--- config.mk ---
export PLATFORM = sky130hd
export DESIGN_NAME = leaky_bucket_input_monitor
export DESIGN_NICKNAME = d
export VERILOG_FILES = /design/src/shared/lbm_pkg.sv /design/src/fill_tick.sv /design/src/leak_timer.sv /design/src/leaky_bucket_input_monitor.sv
export VERILOG_INCLUDE_DIRS = /design/src /design/src/shared
export SDC_FILE = /design/constraint.sdc
export NUM_CORES = 1
export LEC_CHECK = 0
export BUFFER_PORTS_ARGS = -buffer_cell sky130_fd_sc_hd__clkbuf_2
export CELL_PAD_IN_SITES_DETAIL_PLACEMENT = 1
export CELL_PAD_IN_SITES_GLOBAL_PLACEMENT = 1
export CORE_ASPECT_RATIO = 1.5
export CORE_MARGIN = 2
export CORE_UTILIZATION = 33
export DETAILED_ROUTE_END_ITERATION = 8
export HOLD_SLACK_MARGIN = 0.06
export PLACE_DENSITY_LB_ADDON = 0.1
export RECOVER_POWER = 25
export SYNTH_ARGS = -nofsm -noshare
export SYNTH_HDL_FRONTEND = slang
export SYNTH_SLANG_ARGS = --single-unit
--- constraint.sdc ---
create_clock -name clk -period 4.4 [get_ports clk]
set_input_delay 0.88 -clock clk [delete_from_list [all_inputs] [get_ports clk]]
set_output_delay 0.88 -clock clk [all_outputs]
set_load 0.03 [all_outputs]
--- src/shared/lbm_consts.svh ---
`ifndef LBM_CONSTS_SVH
`define LBM_CONSTS_SVH
// register word indices; ADDR_OF gives the byte address, four times the index
`define IDX_CEILING 8'h5a
`define IDX_LEAK 8'h5b
`define IDX_UPPER 8'h58
`define IDX_LOWER 8'h59
`define IDX_STATUS 8'h60
`define IDX_MASK 8'h61
`define IDX_LEVEL 8'h62
`define ADDR_OF(i) ({(i), 2'b00})
// reset values
`define RST_CEILING 8'h08
`define RST_LEAK 2'h1
`define RST_UPPER 8'h06
`define RST_LOWER 8'h04
`define RST_MASK 2'h0
// fields
`define LEAK_LSB 0
`define LEAK_MSB 1
`define ST_ALARM_SET 0
`define ST_ALARM_CLR 1
// timing
`define CLK_PERIOD_PS 5000
`define FILL_CYCLE_MS 128
`define FILL_CYCLE_CLKS ((`FILL_CYCLE_MS * 64'd1000000000) / `CLK_PERIOD_PS)
`define AXI_OKAY 2'h0
`define AXI_SLVERR 2'h2
`endif

--- src/shared/lbm_pkg.sv ---
`default_nettype none
package lbm_pkg;
  typedef logic [7:0] byte_t;
  typedef logic [1:0] leak_t;
  typedef enum logic [1:0] {
    RD_IDLE = 2'b01,
    RD_RESP = 2'b10
  } rd_state_e;
endpackage
`default_nettype wire

--- src/fill_tick.sv ---
`timescale 1ns/1ps
`default_nettype none
`include "lbm_consts.svh"
module fill_tick #(
  parameter logic [31:0] CLKS = 32'(`FILL_CYCLE_CLKS)
) (
  // clock and reset
  input wire logic clk,
  input wire logic rstn,
  // end of fill cycle
  output logic tick
);
  logic [31:0] cnt_r;
  always_ff @(posedge clk or negedge rstn) begin
    if (!rstn) begin
      cnt_r <= 32'h0;
    end else if (cnt_r == CLKS - 32'h1) begin
      cnt_r <= 32'h0;
    end else begin
      cnt_r <= cnt_r + 32'h1;
    end
  end
  assign tick = (cnt_r == CLKS - 32'h1);
endmodule
`default_nettype wire

--- src/leak_timer.sv ---
`timescale 1ns/1ps
`default_nettype none
`include "lbm_consts.svh"
module leak_timer
  import lbm_pkg::*;
(
  // clock and reset
  input wire logic clk,
  input wire logic rstn,
  // fill cycle end and its verdict
  input wire logic tick,
  input wire logic bad,
  input wire lbm_pkg::leak_t rate,
  // leak period completed stable
  output logic leak
);
  logic [2:0] cnt_r;
  logic [2:0] last;
  // last count of the leak period, one less than its length
  always_comb begin
    last = 3'((4'h1 << rate) - 4'h1);
  end
  // a bad cycle restarts the stable period
  always_ff @(posedge clk or negedge rstn) begin
    if (!rstn) begin
      cnt_r <= 3'h0;
    end else if (tick) begin
      if (bad || cnt_r >= last) begin
        cnt_r <= 3'h0;
      end else begin
        cnt_r <= cnt_r + 3'h1;
      end
    end
  end
  assign leak = tick && !bad && (cnt_r >= last);
endmodule
`default_nettype wire

--- src/leaky_bucket_input_monitor.sv ---
// How it works
// RQ1: fill cycles of 128 ms from the clock, one decision per cycle.
// RQ2: a bad or erratic cycle adds exactly one at cycle end.
// RQ3: each stable leak period of 1, 2, 4 or 8 cycles subtracts one.
// RQ4: accumulator holds at the ceiling despite further bad cycles.
// RQ5: rate field 00/01/10/11 leaks every 1, 2, 4, 8 fill cycles.
// RQ6: ceiling register is 8 bits, read/write, resets to eight.
// RQ7: rate in bits 1:0 resetting to 01; bits 7:2 read zero.
// RQ8: alarm rises when the accumulator reaches the upper threshold.
// RQ9: alarm holds until accumulator is at or below lower threshold.
// RQ10: accumulator never goes below zero.
`timescale 1ns/1ps
`default_nettype none
`include "lbm_consts.svh"
module leaky_bucket_input_monitor
  import lbm_pkg::*;
#(
  parameter logic [31:0] FILL_CLKS = 32'(`FILL_CYCLE_CLKS)
) (
  // clock and reset
  input wire logic clk,
  input wire logic rstn,
  // activity monitor
  input wire logic input_bad,
  // alarm and interrupt
  output logic alarm,
  output logic irq,
  // axi4-lite write address
  input wire logic [31:0] s_axi_awaddr,
  input wire logic s_axi_awvalid,
  output logic s_axi_awready,
  // axi4-lite write data
  input wire logic [31:0] s_axi_wdata,
  input wire logic [3:0] s_axi_wstrb,
  input wire logic s_axi_wvalid,
  output logic s_axi_wready,
  // axi4-lite write response
  output logic [1:0] s_axi_bresp,
  output logic s_axi_bvalid,
  input wire logic s_axi_bready,
  // axi4-lite read address
  input wire logic [31:0] s_axi_araddr,
  input wire logic s_axi_arvalid,
  output logic s_axi_arready,
  // axi4-lite read data
  output logic [31:0] s_axi_rdata,
  output logic [1:0] s_axi_rresp,
  output logic s_axi_rvalid,
  input wire logic s_axi_rready
);
  import lbm_pkg::*;

  // only the low twelve address bits decode; higher bits alias
  function automatic logic hit(input logic [31:0] a, input logic [7:0] idx);
    hit = (a[11:0] == {2'b00, `ADDR_OF(idx)});
  endfunction

  // one list of decoded slots serves both the write and the read answer
  function automatic logic mapped(input logic [31:0] a);
    mapped = hit(a, `IDX_CEILING)
      || hit(a, `IDX_LEAK)
      || hit(a, `IDX_UPPER)
      || hit(a, `IDX_LOWER)
      || hit(a, `IDX_STATUS)
      || hit(a, `IDX_MASK)
      || hit(a, `IDX_LEVEL);
  endfunction

  byte_t ceiling_r;
  leak_t leak_rate_r;
  byte_t upper_r;
  byte_t lower_r;
  byte_t level_r;
  logic [1:0] status_r;
  logic [1:0] mask_r;
  logic alarm_r;
  logic bad_seen_r;
  logic tick;
  logic leak;
  logic cycle_bad;

  // write channel state
  logic [31:0] aw_addr_r;
  logic aw_have_r;
  logic [31:0] w_data_r;
  logic [3:0] w_strb_r;
  logic w_have_r;
  logic wr_go;
  rd_state_e rd_state_r;
  logic rd_status;
  logic alarm_rise;
  logic alarm_fall;
  logic wr_ok;
  logic wr_ceiling;
  logic wr_leak;
  logic wr_upper;
  logic wr_lower;
  logic wr_mask;
  logic [31:0] rd_word;
  logic rd_miss;

  // the tick lands on the last clock of each fill cycle
  // RQ1: fill cycle tick
  fill_tick #(
    .CLKS(FILL_CLKS)
  ) u_tick (
    .clk(clk),
    .rstn(rstn),
    .tick(tick)
  );

  // the leak timer restarts on any bad cycle
  // RQ3: leak period timer
  leak_timer u_leak (
    .clk(clk),
    .rstn(rstn),
    .tick(tick),
    .bad(cycle_bad),
    .rate(leak_rate_r),
    .leak(leak)
  );

  // failure anywhere in the cycle counts, including the last clock
  assign cycle_bad = bad_seen_r || input_bad;

  always_ff @(posedge clk or negedge rstn) begin
    if (!rstn) begin
      bad_seen_r <= 1'b0;
    end else if (tick) begin
      bad_seen_r <= 1'b0;
    end else if (input_bad) begin
      bad_seen_r <= 1'b1;
    end
  end

  // the level only moves on a tick, so software sees a slow counter
  // accumulator
  always_ff @(posedge clk or negedge rstn) begin
    if (!rstn) begin
      level_r <= 8'h00;
    end else if (tick) begin
      if (cycle_bad) begin
        // RQ2: increment by one
        // RQ4: stop at ceiling
        if (level_r < ceiling_r) begin
          level_r <= level_r + 8'h01;
        end
      end else if (leak && level_r != 8'h00) begin
        // RQ10: floor at zero
        level_r <= level_r - 8'h01;
      end
    end
  end

  // the same two conditions drive the alarm and its sticky events
  assign alarm_rise = !alarm_r && level_r >= upper_r;
  assign alarm_fall = alarm_r && level_r <= lower_r;

  // RQ8: raise at upper
  // RQ9: clear at or below lower
  always_ff @(posedge clk or negedge rstn) begin
    if (!rstn) begin
      alarm_r <= 1'b0;
    end else if (alarm_rise) begin
      alarm_r <= 1'b1;
    end else if (alarm_fall) begin
      alarm_r <= 1'b0;
    end
  end
  assign alarm = alarm_r;

  // sticky events; a new event beats the read that clears
  always_ff @(posedge clk or negedge rstn) begin
    if (!rstn) begin
      status_r <= 2'h0;
    end else begin
      if (alarm_rise) begin
        status_r[`ST_ALARM_SET] <= 1'b1;
      end else if (rd_status) begin
        status_r[`ST_ALARM_SET] <= 1'b0;
      end
      if (alarm_fall) begin
        status_r[`ST_ALARM_CLR] <= 1'b1;
      end else if (rd_status) begin
        status_r[`ST_ALARM_CLR] <= 1'b0;
      end
    end
  end

  // irq stays high until a status read or the mask clears it
  assign irq = |(status_r & mask_r);

  // write path: address and data taken in either order
  // bvalid blocks both readies, so a new write waits for the answer
  assign s_axi_awready = !aw_have_r && !s_axi_bvalid;
  assign s_axi_wready = !w_have_r && !s_axi_bvalid;
  assign wr_go = aw_have_r && w_have_r;

  always_ff @(posedge clk or negedge rstn) begin
    if (!rstn) begin
      aw_have_r <= 1'b0;
      aw_addr_r <= 32'h0;
    end else if (s_axi_awvalid && s_axi_awready) begin
      aw_have_r <= 1'b1;
      aw_addr_r <= s_axi_awaddr;
    end else if (wr_go) begin
      aw_have_r <= 1'b0;
    end
  end

  always_ff @(posedge clk or negedge rstn) begin
    if (!rstn) begin
      w_have_r <= 1'b0;
      w_data_r <= 32'h0;
      w_strb_r <= 4'h0;
    end else if (s_axi_wvalid && s_axi_wready) begin
      w_have_r <= 1'b1;
      w_data_r <= s_axi_wdata;
      w_strb_r <= s_axi_wstrb;
    end else if (wr_go) begin
      w_have_r <= 1'b0;
    end
  end

  always_ff @(posedge clk or negedge rstn) begin
    if (!rstn) begin
      s_axi_bvalid <= 1'b0;
      s_axi_bresp <= `AXI_OKAY;
    end else if (wr_go) begin
      s_axi_bvalid <= 1'b1;
      // a write to a read-only or unmapped slot changes nothing
      s_axi_bresp <= mapped(aw_addr_r) ? `AXI_OKAY : `AXI_SLVERR;
    end else if (s_axi_bready) begin
      s_axi_bvalid <= 1'b0;
    end
  end

  // one strobe per register; a cleared lane 0 writes nothing
  assign wr_ok = wr_go && w_strb_r[0];
  assign wr_ceiling = wr_ok && hit(aw_addr_r, `IDX_CEILING);
  assign wr_leak = wr_ok && hit(aw_addr_r, `IDX_LEAK);
  assign wr_upper = wr_ok && hit(aw_addr_r, `IDX_UPPER);
  assign wr_lower = wr_ok && hit(aw_addr_r, `IDX_LOWER);
  assign wr_mask = wr_ok && hit(aw_addr_r, `IDX_MASK);

  // RQ6: ceiling register
  // RQ7: rate field reset
  always_ff @(posedge clk or negedge rstn) begin
    if (!rstn) begin
      ceiling_r <= `RST_CEILING;
      leak_rate_r <= `RST_LEAK;
      upper_r <= `RST_UPPER;
      lower_r <= `RST_LOWER;
      mask_r <= `RST_MASK;
    end else begin
      if (wr_ceiling) begin
        ceiling_r <= w_data_r[7:0];
      end
      // RQ5: rate select
      if (wr_leak) begin
        leak_rate_r <= w_data_r[`LEAK_MSB:`LEAK_LSB];
      end
      if (wr_upper) begin
        upper_r <= w_data_r[7:0];
      end
      if (wr_lower) begin
        lower_r <= w_data_r[7:0];
      end
      if (wr_mask) begin
        mask_r <= w_data_r[1:0];
      end
    end
  end

  // read path: one answer per address, one cycle later
  // arready drops while an answer waits, so reads never overlap
  assign s_axi_arready = (rd_state_r == RD_IDLE);
  assign rd_status = s_axi_arvalid && s_axi_arready
    && hit(s_axi_araddr, `IDX_STATUS);
  assign s_axi_rvalid = (rd_state_r == RD_RESP);

  always_ff @(posedge clk or negedge rstn) begin
    if (!rstn) begin
      rd_state_r <= RD_IDLE;
    end else begin
      unique case (rd_state_r)
        RD_IDLE: begin
          if (s_axi_arvalid) begin
            rd_state_r <= RD_RESP;
          end
        end
        RD_RESP: begin
          if (s_axi_rready) begin
            rd_state_r <= RD_IDLE;
          end
        end
        default: begin
          rd_state_r <= RD_IDLE;
        end
      endcase
    end
  end

  // decode in one place so the answer register loads a single word
  always_comb begin
    rd_word = 32'h0;
    rd_miss = !mapped(s_axi_araddr);
    if (hit(s_axi_araddr, `IDX_CEILING)) begin
      rd_word = {24'h0, ceiling_r};
    end else if (hit(s_axi_araddr, `IDX_LEAK)) begin
      // RQ7: unused bits zero
      rd_word = {30'h0, leak_rate_r};
    end else if (hit(s_axi_araddr, `IDX_UPPER)) begin
      rd_word = {24'h0, upper_r};
    end else if (hit(s_axi_araddr, `IDX_LOWER)) begin
      rd_word = {24'h0, lower_r};
    end else if (hit(s_axi_araddr, `IDX_STATUS)) begin
      rd_word = {29'h0, alarm_r, status_r};
    end else if (hit(s_axi_araddr, `IDX_MASK)) begin
      rd_word = {30'h0, mask_r};
    end else if (hit(s_axi_araddr, `IDX_LEVEL)) begin
      rd_word = {24'h0, level_r};
    end
  end

  // data loads only on a handshake, so it stands while rvalid waits
  always_ff @(posedge clk or negedge rstn) begin
    if (!rstn) begin
      s_axi_rdata <= 32'h0;
    end else if (s_axi_arvalid && s_axi_arready) begin
      s_axi_rdata <= rd_word;
    end
  end

  // a miss answers with an error and a zero word
  always_ff @(posedge clk or negedge rstn) begin
    if (!rstn) begin
      s_axi_rresp <= `AXI_OKAY;
    end else if (s_axi_arvalid && s_axi_arready) begin
      s_axi_rresp <= rd_miss ? `AXI_SLVERR : `AXI_OKAY;
    end
  end
endmodule
`default_nettype wire

== After elaboration in Yosys (flattened, before gate mapping) ==
Index checks and enable logic that the tools add are counted.
Widths: inputs -> output; s select.
Word-level totals
  flip-flop bits (word level): 137
  input port bits: 108
  output and inout bits: 43
  word-level logic and storage cells: 131
Cells by class
  $add $sub $neg: 5
  magnitude comparators: 4
  equality and inequality tests: 20
  shifts and indexed selects: 1
  multiplexer cells: 29
  bitwise logic cells: 1
  reduce and logical (&&, ||, !) cells: 49
Operators with widths (number)
  $eq 12x9->1 const B: 14
  $mux 8: 10
  $add 32x1->32 const B: 1
  $eq 32x25->1 const B: 1
  $mux 32: 1
  $logic_and 1x1->1: 18
  $reduce_bool 2->1: 8
  $logic_or 1x1->1: 14
  $mux 1: 12
  $add 8x1->8 const B: 1
  $ge 8x8->1: 1
  $le 8x8->1: 1
  $lt 8x8->1: 1
  $mux 2: 4
  $reduce_bool 8->1: 1
  $sub 8x1->8 const B: 1
  $logic_not 1->1: 5
  $ne 2x2->1 const B: 2
  $pmux 2 s2: 1
  $add 3x1->3 const B: 1
  $ge 3x3->1: 1
  $mux 3: 1
  $reduce_and 3->1: 1
  $shl 1x2->3 const A: 1
  other kinds (7): 7

== Depth between registers and ports, before layout ==
Gate-level depths: netlist (run 1).
  word-level depth: 8
  gate-level depth with buffers: 10
  mapped depth without buffers: 9

== By module ==
From an unflattened synthesis (run 1), not the netlist that was laid out.
Unflattened totals
  cells, all modules: 629
  area total of the unflattened synthesis: 6252.2 um^2
By module, submodules not included
  leaky_bucket_input_monitor: times used 1, cells each 443, area an instance 4398.0 um^2, seq. area each 1909.3 um^2
  fill_tick: times used 1, cells each 158, area an instance 1617.8 um^2, seq. area each 800.8 um^2
  leak_timer: times used 1, cells each 28, area an instance 236.5 um^2, seq. area each 75.1 um^2

== Least setup slack after synthesis (run 1) ==
OpenSTA, ideal clock, no wires.
  kind: input port to flip-flop
  start: in input_bad
  end: reg level_r[7]
  library setup time: 0.079 ns
  arrival: 3.100 ns
  data required time: 4.321 ns
  setup slack: 1.221 ns
  stages: 10
  path buffers: 1
  path through: or2_2 > clkbuf_1 > clkinv_1 > ha_1 > a21oi_1 > o211ai_1 > or4_1 > and3_1 > a2111oi_2 > xor2_1
On the way
  word-level cells in the longest chain between the ends: 7
  elaborated cells between the ends (all ways): 9
  classes of those cells: 1 x eq/ne; 1 x mux; 7 x reduce/logical
RTL lines
  start, declared: line leaky_bucket_input_monitor.sv:24  | input wire logic input_bad,
  $logic_or 1x1->1 (*): line leaky_bucket_input_monitor.sv:124  | assign cycle_bad = bad_seen_r || input_bad;
  $logic_not 1->1: line leak_timer.sv:35  | assign leak = tick && !bad && (cnt_r >= last);
  $logic_and 1x1->1 (2 in a row): line leak_timer.sv:35
  $logic_and 1x1->1: line leaky_bucket_input_monitor.sv:148  | end else if (leak && level_r != 8'h00) begin
  $reduce_bool 2->1 (no line)
  $reduce_and 3->1 (no line)
  end signal, assigned: line leaky_bucket_input_monitor.sv:146  | level_r <= level_r + 8'h01;
  end signal, assigned: line leaky_bucket_input_monitor.sv:150  | level_r <= level_r - 8'h01;
  end, declared: line leaky_bucket_input_monitor.sv:73  | byte_t level_r;
Every way passes the cells marked *; elsewhere a longest branch is shown, timed or not.
A chain may end at the register's enable or synchronous reset.

== Worst setup path in the final report (run 1) ==
Same ends and word-level chain as after synthesis.

==> flow_metrics.tcl, run 1 <==
set metrics [dict create \
    setup_viol 0 \
    rows 61 \
    p_switching_uw 777.6 \
    grt_pass1_wl_mm 24.76 \
    routed_wl_mm 15.26 \
    violations "capacitance limit, slew limit" \
    dieArea_um2 19720 \
    status "finished, violations left" \
    dr.first_iter.drc_count 115 \
    yosysSeqAreaShare 0.4540 \
    clkSinkCount 111 \
    yosys_warnings 0 \
    pin_count 151 \
    grt_max_degree 69 \
    async_flop_share 1.000 \
    track_usage 0.1641 \
    crit_type "input pin to flip-flop" \
    layout-drive-gt1-share 0.2061 \
    p_clk_frac 0.324 \
    endpoint_kind "flip-flop" \
    gp_congestion 0.7867 \
    combPwrFrac 0.179 \
    antenna_cells 0 \
    cts_made_buffers 9 \
    die_h_um 171.0 \
    htreeDepth 3 \
    synth_top_area_cell "dfrtp_1" \
    fin_nets 798 \
    ys.flop_type "dfrtp_1" \
    post-cts-setup-buffers 0 \
    cellPowerDensity_nw_per_um2 373.4 \
    drv_cap 1 \
    multi_input_area_um2 3049 \
    reg2reg_setup_slack_ps 1490 \
    clk_pin_slew_ps 70 \
    seqPwrFrac 0.497 \
    cts-resized-gates 0 \
    p_leak_uw 0.003106 \
    finalSetupTns_ps 0 \
    synthToLayoutAreaGrowth_pct 12.58 \
    final_cell_mix "dfrtp_1 (105), clkbuf_2 (57), nand2_1 (51)" \
    initial_utilization 0.3335 \
    post-route-drc-count 0 \
    cp.required_ps 4680 \
    final.fill_count 2106 \
    coreArea_um2 18390 \
    antenna_found_initial 0 \
    drt_first_pass_iters 4 \
    final_hold_viol_count 0 \
    layout_commonest_cell "dfrtp_1" \
    port_buffers 57 \
    ys_seq_elements 111 \
    p_int_uw 1801 \
    relSlewSlack -0.1729 \
    fin_worst_skew_ps 10.44 \
    ys_top_cells_by_area "dfrtp_1 (43%), mux2_2 (8.4%), ha_1 (6.9%)" \
    max_stage_delay_ps 440 \
    swShare 0.3016 \
    finalCriticalPeriod_ps 3119 \
    ir_drop_uv 170.9 \
    ant_nets 0 \
    tightestPinTransition_ps 1759 \
    holdBufCountCts 0 \
    clockBufferDepth 2 \
    cp-start-kind "input pin" \
    finalMaxSlewViolations 69 \
    grt_overflow 0 \
    cts_root_buf "clkbuf_16" \
    hold_path_class "flip-flop to flip-flop" \
    cp_max_fo 12 \
    cp.arrival_ps 3400 \
    syn_area_um2 6135 \
    crit_path_top_delay_cell "or4_1" \
    viasPerCell 4.913 \
    wl_per_cell_um 16.74 \
    hpwl_mm 11.67 \
    path_delay_family "simple AND/OR/NAND/NOR gates" \
    worstSkewPairLatency_ps 360 \
    min_period_over_period 0.7089 \
    netlist_instances 597 \
    yosys.area.top_type_share 0.4283 \
    num_vias 4481 \
    first_global_vias 4782 \
    synth-edff-count 0 \
    total_power_uw 2579 \
    grt_setup_unrepaired "no" \
    max_freq_mhz 320.6 \
    path_buf_inv 2 \
    seq_area_um2 2785 \
    ys_types 58 \
    avgSynthCellArea_um2 10.28 \
    die_x_um 115.3 \
    path_cells "clkbuf_2, or2_2, clkinv_1, ha_1, a21oi_1, o211ai_1, or4_1, and3_1, a2111oi_2, xor2_1" \
    cts_tree "built" \
]
[stage by stage]
stage                     area [um2]  cells  hold WS, ps    util  worst slack, ps
after detailed placement        6614    896        460.3  0.3596            874.7
after global routing            6907    912        484.1  0.3755             1004
after floorplan                 6228    622        438.8       -             1221
final                           6907    912        470.1  0.3755             1281
after CTS                       6909    912        474.9  0.3756             1266
after global placement          6614    896        453.5  0.3596            859.5
[power groups by stage]
stage / logic, uW / registers (uW) / clock network, uW
after global routing: 512 / 1310 / 911
final: 461 / 1280 / 836
after CTS: 472 / 1290 / 879
after global placement: 457 / 1300 / 0
after floorplan: 348 / 1270 / 0
after detailed placement: 471 / 1310 / 0
[worst paths after layout]
kind                                 startpoint         endpoint  cells past startpoint
worst min register to register  u_tick.cnt_r[8]  u_tick.cnt_r[8]                      1
min in group asynchronous                  rstn   s_axi_rresp[1]                      1
max in group asynchronous                  rstn       upper_r[1]                      2
worst max register to register   leak_rate_r[1]       level_r[5]                      7
worst min-delay path            u_tick.cnt_r[8]  u_tick.cnt_r[8]                      1
worst max-delay path                  input_bad       level_r[7]                     10
[layout make-up]
type / instances / share of cell area
Clock buffer: 10 / 0.03315
Sequential cell: 111 / 0.4033
Clock inverter: 6 / 0.009601
Timing Repair Buffer: 60 / 0.04457
Tap cell: 252 / 0.04565
Multi-Input combinational cell: 432 / 0.4415
Inverter: 41 / 0.02228
[flip-flops by register name, summed over array words and instances (netlist names), 2 cells and up]
signal        cells
u_tick.cnt_r     32
leak_rate_r       2
lower_r           8
status_r          2
w_data_r          8
ceiling_r         8
rd_state_r        2
level_r           8
aw_addr_r        12
u_leak.cnt_r      3
s_axi_rdata       8
upper_r           8
mask_r            2
[cells by family after synthesis]
family | after synthesis | synth area share
AO/OA/AOI/OAI | 97 | 0.1024
multiplexers | 53 | 0.09586
AND/OR/NAND/NOR | 186 | 0.1603
adder cells (fa/ha/maj) | 35 | 0.07261
XOR/XNOR | 35 | 0.04997
flip-flops | 111 | 0.4540
other | 1 | 0.0006113
buffers and inverters | 79 | 0.06425
[per-layer routing]
metal  global-route usage  vias to the layer above  part of all wire
li1                     -                     2158                 -
met1               0.1823                     2245              0.40
met2               0.3130                       62              0.56
met3              0.02019                       16             0.020
met4              0.06024                        0             0.020
met5                    0                        -                 0
[cells in the mapped netlist, types with 9 or more instances]
cell type,instances
o21ai_0,33
ha_1,34
and3_1,9
a21oi_1,19
nor2b_1,9
nand2b_1,9
buf_4,26
nor4_1,10
inv_1,40
nand2_1,51
a21o_1,9
xnor2_1,21
nand3_1,26
clkbuf_1,12
dfrtp_1,105
mux2_2,46
xor2_1,14
nor2_1,33
Power figures use the tool's default switching activity.
==> inputs of run 2 (changes only) <==
==> constraint.sdc (replaced) <==
create_clock -name clk -period 3 [get_ports clk]
set_input_delay 0.6 -clock clk [delete_from_list [all_inputs] [get_ports clk]]
set_output_delay 0.6 -clock clk [all_outputs]
set_load 0.03 [all_outputs]
==> flow_metrics.tcl, run 2 (synthesis gave the netlist of run 1 again) <==
set metrics [dict create \
    layout-drive-gt1-share 0.2249 \
    antenna_cells 0 \
    cts_tree "built" \
    r2r-start "bad_seen_r" \
    crit_type "flip-flop to flip-flop" \
    cp_max_fo 5 \
    reg_top3 "u_tick.cnt_r (32), aw_addr_r (12)" \
    cts_root_buf "clkbuf_16" \
    routed_wl_mm 15.20 \
    max_stage_delay_ps 460 \
    ir_drop_uv 223.4 \
    r2r_end "level_r[7]" \
    ant_nets 0 \
    clkSinkCount 111 \
    fin_worst_skew_ps 5.363 \
    status "completed" \
    port_buffers 57 \
    cp.required_ps 3280 \
    initial_utilization 0.3335 \
    finalSetupTns_ps 0 \
    gp_congestion 0.8235 \
    drt_first_pass_iters 4 \
    path_buf_inv 1 \
    path_delay_family "simple AND/OR/NAND/NOR gates" \
    coreArea_um2 18390 \
    rows 61 \
    num_vias 4540 \
    dr.first_iter.drc_count 87 \
    drv_cap 0 \
    cp-start-kind "flip-flop" \
    wl_per_cell_um 16.38 \
    antenna_found_initial 0 \
    fin_nets 814 \
    cp.arrival_ps 2860 \
    endpoint_kind "flip-flop" \
    hold_depth 2 \
    tightestPinTransition_ps 1337 \
    post-place-ws_ps 23.41 \
    htreeDepth 3 \
    finalCriticalPeriod_ps 2586 \
    die_h_um 171.0 \
    clk_pin_slew_ps 70 \
    worstSkewPairLatency_ps 350 \
    min_period_over_period 0.8619 \
    grt_pass1_wl_mm 25.31 \
    holdBufCountCts 0 \
    fin_ws_ps 414.4 \
    hold_ws_ps 443.3 \
    track_usage 0.1657 \
    grt_max_degree 49 \
    post-cts-setup-buffers 0 \
    final_cell_mix "dfrtp_1 (105), clkbuf_2 (57), nand2_1 (51)" \
    reg2reg_depth 9 \
    finalMaxSlewViolations 0 \
    hpwl_mm 11.97 \
    hold_path_class "input pin to flip-flop" \
    grt_overflow 0 \
    viasPerCell 4.892 \
    clockBufferDepth 2 \
    cts-resized-gates 0 \
    whs_endpoint "s_axi_bvalid" \
    cts_made_buffers 9 \
    top_register "u_tick.cnt_r" \
    crit_path_top_delay_cell "or4_1" \
    final_hold_viol_count 0 \
    first_global_vias 4992 \
    path_cells "or2_2, clkinv_1, ha_1, a21oi_1, o211ai_1, or4_1, and3_1, a2111oi_2, xor2_1" \
    cellPowerDensity_nw_per_um2 527.1 \
    hp-start "s_axi_bready" \
    die_x_um 115.3 \
    grt_setup_unrepaired "no" \
    relSlewSlack 0.1069 \
    setup_viol 0 \
    synthToLayoutAreaGrowth_pct 14.26 \
    reg2reg_setup_slack_ps 410 \
    dieArea_um2 19720 \
    largest_reg_flops 32 \
    post-route-drc-count 0 \
    pin_count 151 \
    p_leak_uw 0.003178 \
    max_freq_mhz 386.8 \
    layout_commonest_cell "dfrtp_1" \
]
## run 2: cell count changes in the layout (fill, tap and decap cells not counted)
cell	before	now
buf_4	3	18
clkinvlp_4	0	2
inv_6	3	1
bufinv_16	1	0
clkbuf_1	1	0
clkinv_2	2	3
clkinv_4	0	1
dlymetal6s2s_1	0	1
## run 2: final cells by class
cell class / count / area (um2)
timing repair buffer: 76 / 432.9
clock inverter: 7 / 47.55
inverter: 41 / 153.9
clock buffer: 9 / 225.2
tap: 252 / 315.3
fill: 2091 / 11380
sequential: 111 / 2785
multi-input combinational: 432 / 3049
## run 2: worst reg2reg max path: stages, from the launching register on
cell       delay (ps)
dfrtp_1           360
or2_2             280
clkinv_1          130
ha_1              250
a21oi_1           210
o211ai_1          160
or4_1             460
and3_1            200
a2111oi_2         310
xor2_1            170
## run 2: worst max path at each step
stage / startpoint / endpoint / cells after the start
after global routing: rstn / upper_r[4] / 2
after detailed placement: input_bad / level_r[7] / 10
after CTS: bad_seen_r / level_r[7] / 9
after floorplan: input_bad / level_r[7] / 10
after global placement: input_bad / level_r[7] / 10
final: bad_seen_r / level_r[7] / 9
## run 2: report_power, final
part           internal [uW]  leakage, uW  switching [uW]
Combinational            308      0.00164             383
Clock                    564     0.000132             563
Sequential              1690      0.00141             189
Total                   2560      0.00318            1140
## run 2: stage by stage
stage / total power (uW) / util / cell area [um2] / cells
CTS: 3780 / 0.3816 / 7019 / 928
detailed placement: 2624 / 0.3668 / 6746 / 912
global placement: 2586 / 0.3668 / 6746 / 912
global route: 3916 / 0.3811 / 7009 / 928
finish: 3695 / 0.3811 / 7009 / 928
floorplan: 2375 / - / 6228 / 622
## run 2: metal layers
layer	share of wire	up-vias	GRT usage
met4	0.029	0	0.06391
met5	0	-	0
met2	0.56	59	0.3214
met3	0.018	17	0.02409
met1	0.39	2279	0.1756
li1	-	2185	-
